==> src/hdl/ppsl_params.svh <==
// Constants for the port power and strap latch block
// What this block does
// - Drive port power enable 1 on, 0 off
// - Combined pin: open-drain enable plus over-current input
// - Latch charge-support strap; 1 enables, 0 disables
// - Sample local-power input during post-reset configuration
// - Hold latched local-power value until next reset
// - Mode value 0x41 at 0x4134 tracks input dynamically
// - Mode register written over SMBus or from OTP
// - Local-power detect in use: non-removable from register
// - Straps captured at power-on and external reset release
`ifndef PPSL_PARAMS_SVH
`define PPSL_PARAMS_SVH

`define PPSL_MODE_ADDR      16'h4134
`define PPSL_MODE_RESET     8'hC1
`define PPSL_MODE_DYNAMIC   8'h41
`define PPSL_PCFG_ADDR      16'h4135
`define PPSL_PCFG_RESET     8'h00
`define PPSL_PCFG_NONREM_LSB 0
`define PPSL_PCFG_COMB_LSB  2
`define PPSL_PCFG_LPD_BIT   4
`define PPSL_CLK_PERIOD_NS  20
`define PPSL_CFG_TIME_NS    1000
`define PPSL_CFG_CYCLES \
	((`PPSL_CFG_TIME_NS + `PPSL_CLK_PERIOD_NS - 1) / `PPSL_CLK_PERIOD_NS)

`endif

==> src/hdl/ppsl_pkg.sv <==
// Types shared by the port power and strap latch block
package ppsl_pkg;

	typedef enum logic [2:0] {
		PPSL_ST_HOLD = 3'b001,
		PPSL_ST_CFG  = 3'b010,
		PPSL_ST_RUN  = 3'b100
	} ppsl_state_e_t;

	typedef struct packed {
		logic        wr;
		logic        rd;
		logic [15:0] addr;
		logic [7:0]  wdata;
	} ppsl_reg_req_t;

	typedef struct packed {
		ppsl_state_e_t st;
		logic [15:0]   cnt;
		logic [7:0]    mode;
		logic [7:0]    pcfg;
		logic          lp_latch;
		logic [1:0]    charge;
		logic [1:0]    nonrem_strap;
		logic [1:0]    pwr;
		logic [1:0]    pin_o;
		logic [1:0]    oe_n;
		logic [1:0]    rel_d1;
		logic [1:0]    rel_d2;
		logic [1:0]    oc;
		logic          self_pwr;
		logic [1:0]    nonrem;
		logic [7:0]    rdata;
		logic          rvalid;
	} ppsl_state_t;

endpackage : ppsl_pkg

==> src/hdl/ppsl_sync.sv <==
// Two-stage synchroniser for pin inputs
`timescale 1ns/1ns
`default_nettype none
module ppsl_sync #(
	parameter int WIDTH = 1
) (
	input  wire logic             clk_i,
	input  wire logic             sys_rst_i,
	input  wire logic [WIDTH-1:0] d_i,
	input  wire logic [WIDTH-1:0] rst_val_i,
	output logic      [WIDTH-1:0] q_o
);
	typedef struct packed {
		logic [WIDTH-1:0] s1;
		logic [WIDTH-1:0] s2;
	} ppsl_sync_t;

	ppsl_sync_t s_r;
	ppsl_sync_t s_nxt;

	always_comb begin
		s_nxt.s1 = d_i;
		s_nxt.s2 = s_r.s1;
	end

	// Flops reset to a fixed zero; rst_val_i only drives q_o while reset is held
	always_ff @(posedge clk_i) begin
		if (sys_rst_i) begin
			s_r <= '0;
		end else begin
			s_r <= s_nxt;
		end
	end

	assign q_o = sys_rst_i ? rst_val_i : s_r.s2;
endmodule : ppsl_sync
`default_nettype wire

==> src/hdl/ppsl_top.sv <==
// Downstream port power control and strap latching, ports 3 and 4
`timescale 1ns/1ns
`default_nettype none
`include "ppsl_params.svh"
module ppsl_top #(
	parameter int CFG_CYCLES = `PPSL_CFG_CYCLES
) (
	input  wire logic                   clk_i,
	input  wire logic                   sys_rst_i,
	input  wire logic                   ext_rst_n_i,
	input  wire ppsl_pkg::ppsl_reg_req_t reg_req_i,
	input  wire logic                   otp_load_i,
	input  wire logic [7:0]             otp_mode_i,
	input  wire logic [1:0]             port_power_req_i,
	input  wire logic [1:0]             port_pin_i,
	output logic      [1:0]             port_pin_o,
	output logic      [1:0]             port_pin_oe_n_o,
	input  wire logic [1:0]             port_overcurrent_sense_n_i,
	input  wire logic                   self_power_detect_i,
	input  wire logic [1:0]             fixed_device_straps_i,
	output logic      [1:0]             port_power_enable_o,
	output logic      [1:0]             port_overcurrent_o,
	output logic      [1:0]             charge_support_o,
	output logic                        self_powered_o,
	output logic      [1:0]             non_removable_o,
	output logic                        hub_ready_o,
	output logic      [7:0]             reg_rdata_o,
	output logic                        reg_rvalid_o
);
	localparam ppsl_pkg::ppsl_state_t RST_STATE = '{
		st:   ppsl_pkg::PPSL_ST_HOLD,
		mode: `PPSL_MODE_RESET,
		pcfg: `PPSL_PCFG_RESET,
		oe_n: 2'h3,
		default: '0
	};
	localparam logic [15:0] CFG_LAST = 16'(CFG_CYCLES - 1);

	ppsl_pkg::ppsl_state_t s_r;
	ppsl_pkg::ppsl_state_t s_nxt;

	logic [7:0] sync_q;
	logic [1:0] pin_s;
	logic [1:0] ocs_n_s;
	logic       lp_s;
	logic [1:0] straps_s;
	logic       ext_s;
	logic       run;
	logic       dyn;

	ppsl_sync #(
		.WIDTH(8)
	) u_sync (
		.clk_i    (clk_i),
		.sys_rst_i(sys_rst_i),
		.d_i      ({ext_rst_n_i, fixed_device_straps_i, self_power_detect_i,
		            port_overcurrent_sense_n_i, port_pin_i}),
		.rst_val_i(8'h00),
		.q_o      (sync_q)
	);

	assign pin_s    = sync_q[1:0];
	assign ocs_n_s  = sync_q[3:2];
	assign lp_s     = sync_q[4];
	assign straps_s = sync_q[6:5];
	assign ext_s    = sync_q[7];
	assign run      = (s_r.st == ppsl_pkg::PPSL_ST_RUN);
	assign dyn      = (s_r.mode == `PPSL_MODE_DYNAMIC);

	function automatic logic addr_hit(input logic [15:0] a,
	                                  input logic [15:0] t);
		addr_hit = (a == t);
	endfunction : addr_hit

	always_comb begin
		s_nxt = s_r;
		s_nxt.rvalid = 1'b0;
		unique case (s_r.st)
			ppsl_pkg::PPSL_ST_HOLD: begin
				s_nxt.cnt = 16'h0000;
				// Leaving hold marks power-on or external reset release
				if (ext_s) begin
					s_nxt.st = ppsl_pkg::PPSL_ST_CFG;
				end
			end
			ppsl_pkg::PPSL_ST_CFG: begin
				if (!ext_s) begin
					s_nxt.st = ppsl_pkg::PPSL_ST_HOLD;
				end else begin
					// Pins are released here, so the strap level is visible
					s_nxt.lp_latch     = lp_s;
					s_nxt.charge       = pin_s;
					s_nxt.nonrem_strap = straps_s;
					s_nxt.cnt          = s_r.cnt + 16'h0001;
					if (s_r.cnt == CFG_LAST) begin
						s_nxt.st = ppsl_pkg::PPSL_ST_RUN;
					end
				end
			end
			ppsl_pkg::PPSL_ST_RUN: begin
				if (!ext_s) begin
					s_nxt.st = ppsl_pkg::PPSL_ST_HOLD;
				end
			end
		endcase

		for (int i = 0; i < 2; i++) begin
			s_nxt.pwr[i] = run && port_power_req_i[i];
			s_nxt.rel_d1[i] = s_r.oe_n[i];
			s_nxt.rel_d2[i] = s_r.rel_d1[i];
			if (!run) begin
				s_nxt.pin_o[i] = 1'b0;
				s_nxt.oe_n[i]  = 1'b1;
			end else if (s_r.pcfg[`PPSL_PCFG_COMB_LSB + i]) begin
				// Open drain: pull low for off, release for on
				s_nxt.pin_o[i] = 1'b0;
				s_nxt.oe_n[i]  = s_nxt.pwr[i];
			end else begin
				s_nxt.pin_o[i] = s_nxt.pwr[i];
				s_nxt.oe_n[i]  = 1'b0;
			end
			// Sense only once the release has crossed the synchroniser
			if (s_r.pcfg[`PPSL_PCFG_COMB_LSB + i]) begin
				s_nxt.oc[i] = run && s_r.oe_n[i] && s_r.rel_d1[i] &&
				              s_r.rel_d2[i] && !pin_s[i];
			end else begin
				s_nxt.oc[i] = run && !ocs_n_s[i];
			end
		end

		// Latched value stays put unless dynamic tracking is selected
		s_nxt.self_pwr = dyn ? lp_s : s_r.lp_latch;
		if (s_r.pcfg[`PPSL_PCFG_LPD_BIT]) begin
			s_nxt.nonrem = s_r.pcfg[`PPSL_PCFG_NONREM_LSB +: 2];
		end else begin
			s_nxt.nonrem = s_r.nonrem_strap;
		end

		// Bus write beats an OTP load in the same cycle
		if (otp_load_i) begin
			s_nxt.mode = otp_mode_i;
		end
		if (reg_req_i.wr && addr_hit(reg_req_i.addr, `PPSL_MODE_ADDR)) begin
			s_nxt.mode = reg_req_i.wdata;
		end
		if (reg_req_i.wr && addr_hit(reg_req_i.addr, `PPSL_PCFG_ADDR)) begin
			s_nxt.pcfg = reg_req_i.wdata;
		end
		if (reg_req_i.rd) begin
			s_nxt.rvalid = 1'b1;
			if (addr_hit(reg_req_i.addr, `PPSL_MODE_ADDR)) begin
				s_nxt.rdata = s_r.mode;
			end else if (addr_hit(reg_req_i.addr, `PPSL_PCFG_ADDR)) begin
				s_nxt.rdata = s_r.pcfg;
			end else begin
				s_nxt.rdata = 8'h00;
			end
		end
	end

	always_ff @(posedge clk_i) begin
		if (sys_rst_i) begin
			s_r <= RST_STATE;
		end else begin
			s_r <= s_nxt;
		end
	end

	assign port_pin_o          = s_r.pin_o;
	assign port_pin_oe_n_o     = s_r.oe_n;
	assign port_power_enable_o = s_r.pwr;
	assign port_overcurrent_o  = s_r.oc;
	assign charge_support_o    = s_r.charge;
	assign self_powered_o      = s_r.self_pwr;
	assign non_removable_o     = s_r.nonrem;
	assign hub_ready_o         = run;
	assign reg_rdata_o         = s_r.rdata;
	assign reg_rvalid_o        = s_r.rvalid;
endmodule : ppsl_top
`default_nettype wire

==> config.mk <==
export PLATFORM = sky130hd
export DESIGN_NAME = ppsl_top
export DESIGN_NICKNAME = d
export VERILOG_FILES = /design/src/hdl/ppsl_pkg.sv /design/src/hdl/ppsl_sync.sv /design/src/hdl/ppsl_top.sv
export VERILOG_INCLUDE_DIRS = /design/src /design/src/hdl
export SDC_FILE = /design/constraint.sdc
export NUM_CORES = 1
export LEC_CHECK = 0
export BUFFER_PORTS_ARGS = -buffer_cell sky130_fd_sc_hd__buf_2
export CORE_ASPECT_RATIO = 1.5
export CORE_UTILIZATION = 45
export CTS_BUF_LIST = sky130_fd_sc_hd__clkbuf_8
export DETAILED_ROUTE_END_ITERATION = 12
export HOLD_SLACK_MARGIN = 0.08
export PLACE_DENSITY = 0.68
export RECOVER_POWER = 50
export SLEW_MARGIN = 0
export SYNTH_ARGS = -nofsm -noshare
export SYNTH_HDL_FRONTEND = slang
export SYNTH_SLANG_ARGS = --single-unit
==> constraint.sdc <==
create_clock -name clk_i -period 3.59 [get_ports clk_i]
set_clock_uncertainty 0.05 [all_clocks]
set_input_delay 0 -clock clk_i [delete_from_list [all_inputs] [get_ports clk_i]]
set_output_delay 0 -clock clk_i [all_outputs]
set_load 0.02 [all_outputs]
==> impl_metrics.ini, run 1 <==
[grt]
grt_max_degree = 35
grt_pass1_vias = 2747
overflow = 0
antenna_found_initial = 0
grt_usage_pct = 20.64
grt_pass1_wl_mm = 12.59

[synthesis]
yosys-top-cells-area = dfxtp_1 47%, nor2b_1 5.5%, mux2i_1 5.3%, nand2_1 5.1%, buf_4 4.4%
synth-async-reset-ratio_pct = 0
synth_nets = 423
syn_avg_cell_area_um2 = 9.170
yosysTopAreaCellShare_pct = 46.70
synth_top_cell_by_area = dfxtp_1
yosysUniqueCellTypes = 51
ys.flop_type = dfxtp_1
syn_area_um2 = 3430
synthCells = 374
synth_seq_area_share_pct = 46.70
synth_edf_count = 0
ys_seq_elements = 80
yosys_warnings = 0

[place]
io_buffers = 69
dp_worst_setup_slack_ns = 1.714
gp_congestion = 0.7921
hpwl_mm = 5.257

[clock_tree]
clockBufferDepth = 2
h-tree-depth = 3
clkTransAtPathRegs_ns = 0.08
cts.sinks = 80
cts_buffers = 9
cts_resized = 0
cts_tree = yes
root_buffer = clkbuf_8
insertion_delay_ns = 0.35

[setup_path]
critPathRequiredTime_ns = 3.83
critical_path_class = in2reg
path_cells = dlygate4sd3_1, buf_2, buf_4, a211oi_1, dlygate4sd3_1, mux2i_1, dlygate4sd3_1
cp_max_fo = 34
critPathLaunchType = input pin
critPathSlowestCell = dlygate4sd3_1
cpPeakStageDelay_ns = 0.57
cp_top_family = buffers and inverters
cpMostUsedCell = dlygate4sd3_1
end_kind = flop
worstPathArrival_ns = 2.72
crit_buf_inv = 5

[routing]
drtIter0Drc = 137
avgRoutedWirePerCell_um = 13.51
drc_errors = 0
drt_wl_total_mm = 7.593
num_vias = 2914
first_pass_iters = 4
viasPerCell = 5.185
postRouteAntennaNets = 0

[final_layout]
layout_common_cells = 80 x dfxtp_1, 47 x nand2_1, 45 x buf_2
syn_to_final_growth_pct = 23.13
final_layout_size_suffix_gt1_share_pct = 16.02
nNetsFinal = 506
n_antenna_cell = 0
final_common_cell = dfxtp_1

[power]
leakage_nw = 1.578
powerDensity_nw_per_um2 = 399.3
ir_drop_mv = 0.3444

[sta]
hold_violations = 0
maxSlewViolCount = 0
fin_crit_sh_pct = 69.16
final-setup-viol-count = 0
fin_tns_setup_ns = 0
worst_slew_pin_slew_ns = 1.035
slew_headroom_pct = 31.02
fin_crit_ns = 2.483
setup_ws_ns = 1.107
rsz0062_at_grt = no
fmax_mhz = 402.8

[floorplan]
ios = 70
die_w_um = 73.28
start_util_pct = 46.84
die-area_um2 = 7982
core_um2 = 7322
die_height_um = 108.9
fp-row-count = 38

[outcome]
run_status = completed

[flow_run]
cap_violations = 0

[worst_hold_path]
worstHoldPathType = in2reg
-- cell usage after synthesis (4+ instances only) --
cell type and instances:
mux2_2 5, nor4_1 5, a211oi_1 4, nor2_1 19, o21ai_0 26, and2_1 5, clkbuf_1 14, dfxtp_1 80
nor2b_1 30, nand4_1 20, nand3_1 4, mux2i_1 18, nand2_1 47, a21oi_1 15, nor3_1 6, and3_1 5
buf_4 20
-- timing repair --
| item | CTS | global route |
|---|---|---|
| endpoints found under the hold margin | 48 | 0 |
| buffers inserted | 0 | 0 |
| hold buffers | 38 | 0 |
-- per-layer routing --
metal | part of all wire (%) | global-route usage [%] | up-vias
met5 | 0 | 0 | -
met3 | 3.4 | 4.991 | 10
met1 | 43 | 23.68 | 1366
met4 | 1.6 | 8.543 | 0
met2 | 51 | 36.04 | 59
li1 | - | - | 1479
-- worst reg2reg max path, stage by stage (launching register included) --
cell and delay [ns]:
dfxtp_1 0.34, nor2b_1 0.14, a211oi_1 0.21, dlygate4sd3_1 0.58, mux2i_1 0.07, dlygate4sd3_1 0.59
-- stage by stage --
stage	total power (W)	instance area, µm²	instances	utilization (%)	hold WS [ns]
CTS	0.001706	4253	562	58.08	0.1196
global placement	0.001070	3696	508	50.48	0.1589
global route	0.001769	4223	562	57.67	0.1887
floorplan	0.001026	3430	374	-	0.06091
detailed placement	0.001074	3696	508	50.48	0.1682
finish	0.001686	4223	562	57.67	0.1187
-- registers in the layout, indices dropped and copies added, names as in the netlist --
signal	count
reg_rdata_o	8
u_sync.s_nxt	8
non_removable_o	2
self_powered_o	1
port_pin_oe_n_o	2
s_nxt	2
port_power_enable_o	2
port_overcurrent_o	2
reg_rvalid_o	1
port_pin_o	2
s_r	40
u_sync.s_r	8
charge_support_o	2
-- power breakdown --
| group | internal, W | leakage, nW | switching, W | total, W |
|---|---|---|---|---|
| Sequential | 0.000908 | 0.652 | 0.0000157 | 0.000924 |
| Clock | 0.000258 | 0.0957 | 0.000342 | 0.000600 |
| Combinational | 0.0000824 | 0.831 | 0.0000800 | 0.000162 |
-- worst paths after layout --
kind / from / slack, ns / end / depth (start not counted)
worst max register to register: s_r[44]$_SDFFE_PP1P_ / 1.50 / s_r[44]$_SDFFE_PP1P_ / 5
worst min-delay path: reg_req_i[11] / 0.12 / reg_rdata_o[1]$_SDFFE_PP0P_ / 4
worst max-delay path: sys_rst_i / 1.11 / s_r[44]$_SDFFE_PP1P_ / 7
worst min register to register: u_sync.s_nxt[1]$_SDFF_PP0_ / 0.39 / u_sync.s_r[1]$_SDFF_PP0_ / 1
-- cell type report --
class | instances | area [µm²]
timing repair buffer | 108 | 703.2
tap | 100 | 125.1
multi-input combinational | 256 | 1609
clock inverter | 7 | 52.55
sequential | 80 | 1602
fill | 727 | 3099
inverter | 2 | 7.507
clock buffer | 9 | 123.9
-- cells by family after synthesis --
group / count (synthesis) / share of synthesized area, %
compound gates: 61 / 10.58
xor+xnor: 1 / 0.2554
fa+ha+maj: 2 / 0.7295
buf+inv: 38 / 6.384
flops: 80 / 46.70
mux: 26 / 7.880
simple gates: 166 / 27.47
Note: power is estimated with default switching activity, not from simulation.
==> run 2, diff against run 1 <==
- clock period: 3.59 -> 2.61 ns (I/O delays scaled with it)
==> impl_metrics.ini, run 2 (synthesis results as in run 1) <==
[floorplan]
fp-row-count = 38
die-area_um2 = 7982
die_height_um = 108.9
ios = 70
die_w_um = 73.28
start_util_pct = 46.84
core_um2 = 7322

[sta]
rsz0062_at_grt = no
fin_crit_sh_pct = 91.56
worst_slew_pin_slew_ns = 1.010
fin_crit_ns = 2.390
slew_headroom_pct = 32.69
maxSlewViolCount = 0
fin_tns_setup_ns = 0
hold_violations = 0
fin_hold_ws_ns = 0.1143
fmax_mhz = 418.4
final-setup-viol-count = 0
setup_ws_ns = 0.2202

[power]
intPower_w = 0.001844
powerDensity_nw_per_um2 = 578.5
totalPowerFinal_w = 0.002449
leakage_nw = 1.588
swShare_pct = 24.72
seqPwrFrac_pct = 51.8
p_comb_share_pct = 9.1
ir_drop_mv = 0.5441
clockPowerShare_pct = 39.1
switchingPower_w = 0.0006054

[outcome]
run_status = completed

[clock_tree]
root_buffer = clkbuf_8
clockBufferDepth = 2
cts.sinks = 80
cts_buffers = 9
clkTransAtPathRegs_ns = 0.09
cts_setup_buffers = 0
insertion_delay_ns = 0.35
cts_resized = 0
h-tree-depth = 3
cts_tree = yes

[place]
gp_congestion = 0.8425
hpwl_mm = 5.191
io_buffers = 69
dp_worst_setup_slack_ns = 0.7187

[final_layout]
fin_util_pct = 57.83
regMostFlops = s_r
nNetsFinal = 504
syn_to_final_growth_pct = 23.46
final_layout_size_suffix_gt1_share_pct = 16.30
layout_common_cells = 80 x dfxtp_1, 47 x nand2_1, 45 x buf_2
n_antenna_cell = 0
final_common_cell = dfxtp_1
largest_reg_flops = 40

[setup_path]
path_cells = dlygate4sd3_1, clkbuf_1, nor4_4, mux2i_1, dlygate4sd3_1
cpMostUsedCell = dlygate4sd3_1
cpPeakStageDelay_ns = 0.81
end_kind = flop
cp_top_family = buffers and inverters
critPathLaunchType = input pin
critPathSlowestCell = nor4_4
worstPathArrival_ns = 2.64
critical_path_class = in2reg
crit_buf_inv = 3
critPathRequiredTime_ns = 2.86
cp_max_fo = 18

[routing]
avgRoutedWirePerCell_um = 13.42
postRouteAntennaNets = 0
first_pass_iters = 4
num_vias = 2905
drt_wl_total_mm = 7.517
drtIter0Drc = 170
viasPerCell = 5.188
drc_errors = 0

[grt]
antenna_found_initial = 0
grt_usage_pct = 20.03
grt_max_degree = 49
overflow = 0
grt_pass1_vias = 2735
grt_pass1_wl_mm = 12.21

[worst_hold_path]
worstHoldPathType = in2reg

[flow_run]
cap_violations = 0
-- run 2: cell types whose count changed in the layout (fill, tap and decap cells not counted), sizes merged --
cell,previous run,this run
buf,46,47
bufinv,0,1
clkinv,4,2
dlygate4sd3,38,35
clkbuf,33,34
-- run 2: worst register-to-register path: stages, from the launching register on --
cell and delay (ns):
dfxtp_1 0.34, nor2b_1 0.13, a211oi_1 0.19, dlygate4sd3_1 0.58, mux2i_1 0.08, dlygate4sd3_1 0.60
-- run 2: per-layer routing --
metal  vias to the layer above  global-route usage (%)  part of all wire, %
li1                       1479                       -                    -
met1                      1340                   23.13                   43
met4                         0                   7.703                  1.7
met3                        15                   5.268                  4.7
met2                        71                   34.79                   50
met5                         -                       0                    0
-- run 2: metrics by stage --
stage / std cells / instance area, µm²
after floorplan: 374 / 3430
after global placement: 509 / 3704
after detailed placement: 509 / 3704
after CTS: 560 / 4264
after global routing: 560 / 4234
final: 560 / 4234
-- run 2: layout make-up --
class	instances	area (µm²)
fill	698	3088
clock inverter	6	72.57
clock buffer	10	137.6
tap	100	125.1
multi-input combinational	256	1609
inverter	2	7.507
sequential	80	1602
timing repair buffer	106	680.7
-- run 2: power by group through the flow --
stage               Combinational (W)  Clock, W  Sequential, W
floorplan                    0.000122         0        0.00129
global placement             0.000176         0        0.00130
detailed placement           0.000178         0        0.00130
CTS                          0.000221  0.000986        0.00127
global route                 0.000245   0.00104        0.00127
finish                       0.000222  0.000957        0.00127
-- run 2: final timing paths --
check	end	slack, ns	cells past startpoint	from
worst max-delay path	s_r[44]$_SDFFE_PP1P_	0.22	5	reg_req_i[8]
worst min-delay path	reg_rdata_o[1]$_SDFFE_PP0P_	0.11	4	reg_req_i[11]
worst max register to register	s_r[44]$_SDFFE_PP1P_	0.54	5	s_r[44]$_SDFFE_PP1P_
worst min register to register	u_sync.s_r[0]$_SDFF_PP0_	0.39	1	u_sync.s_nxt[0]$_SDFF_PP0_
-- run 2: timing repair --
item                       4_1_cts  5_1_grt
hold endpoints to repair        45        0
setup endpoints to repair        0        0
hold buffers                    35        0
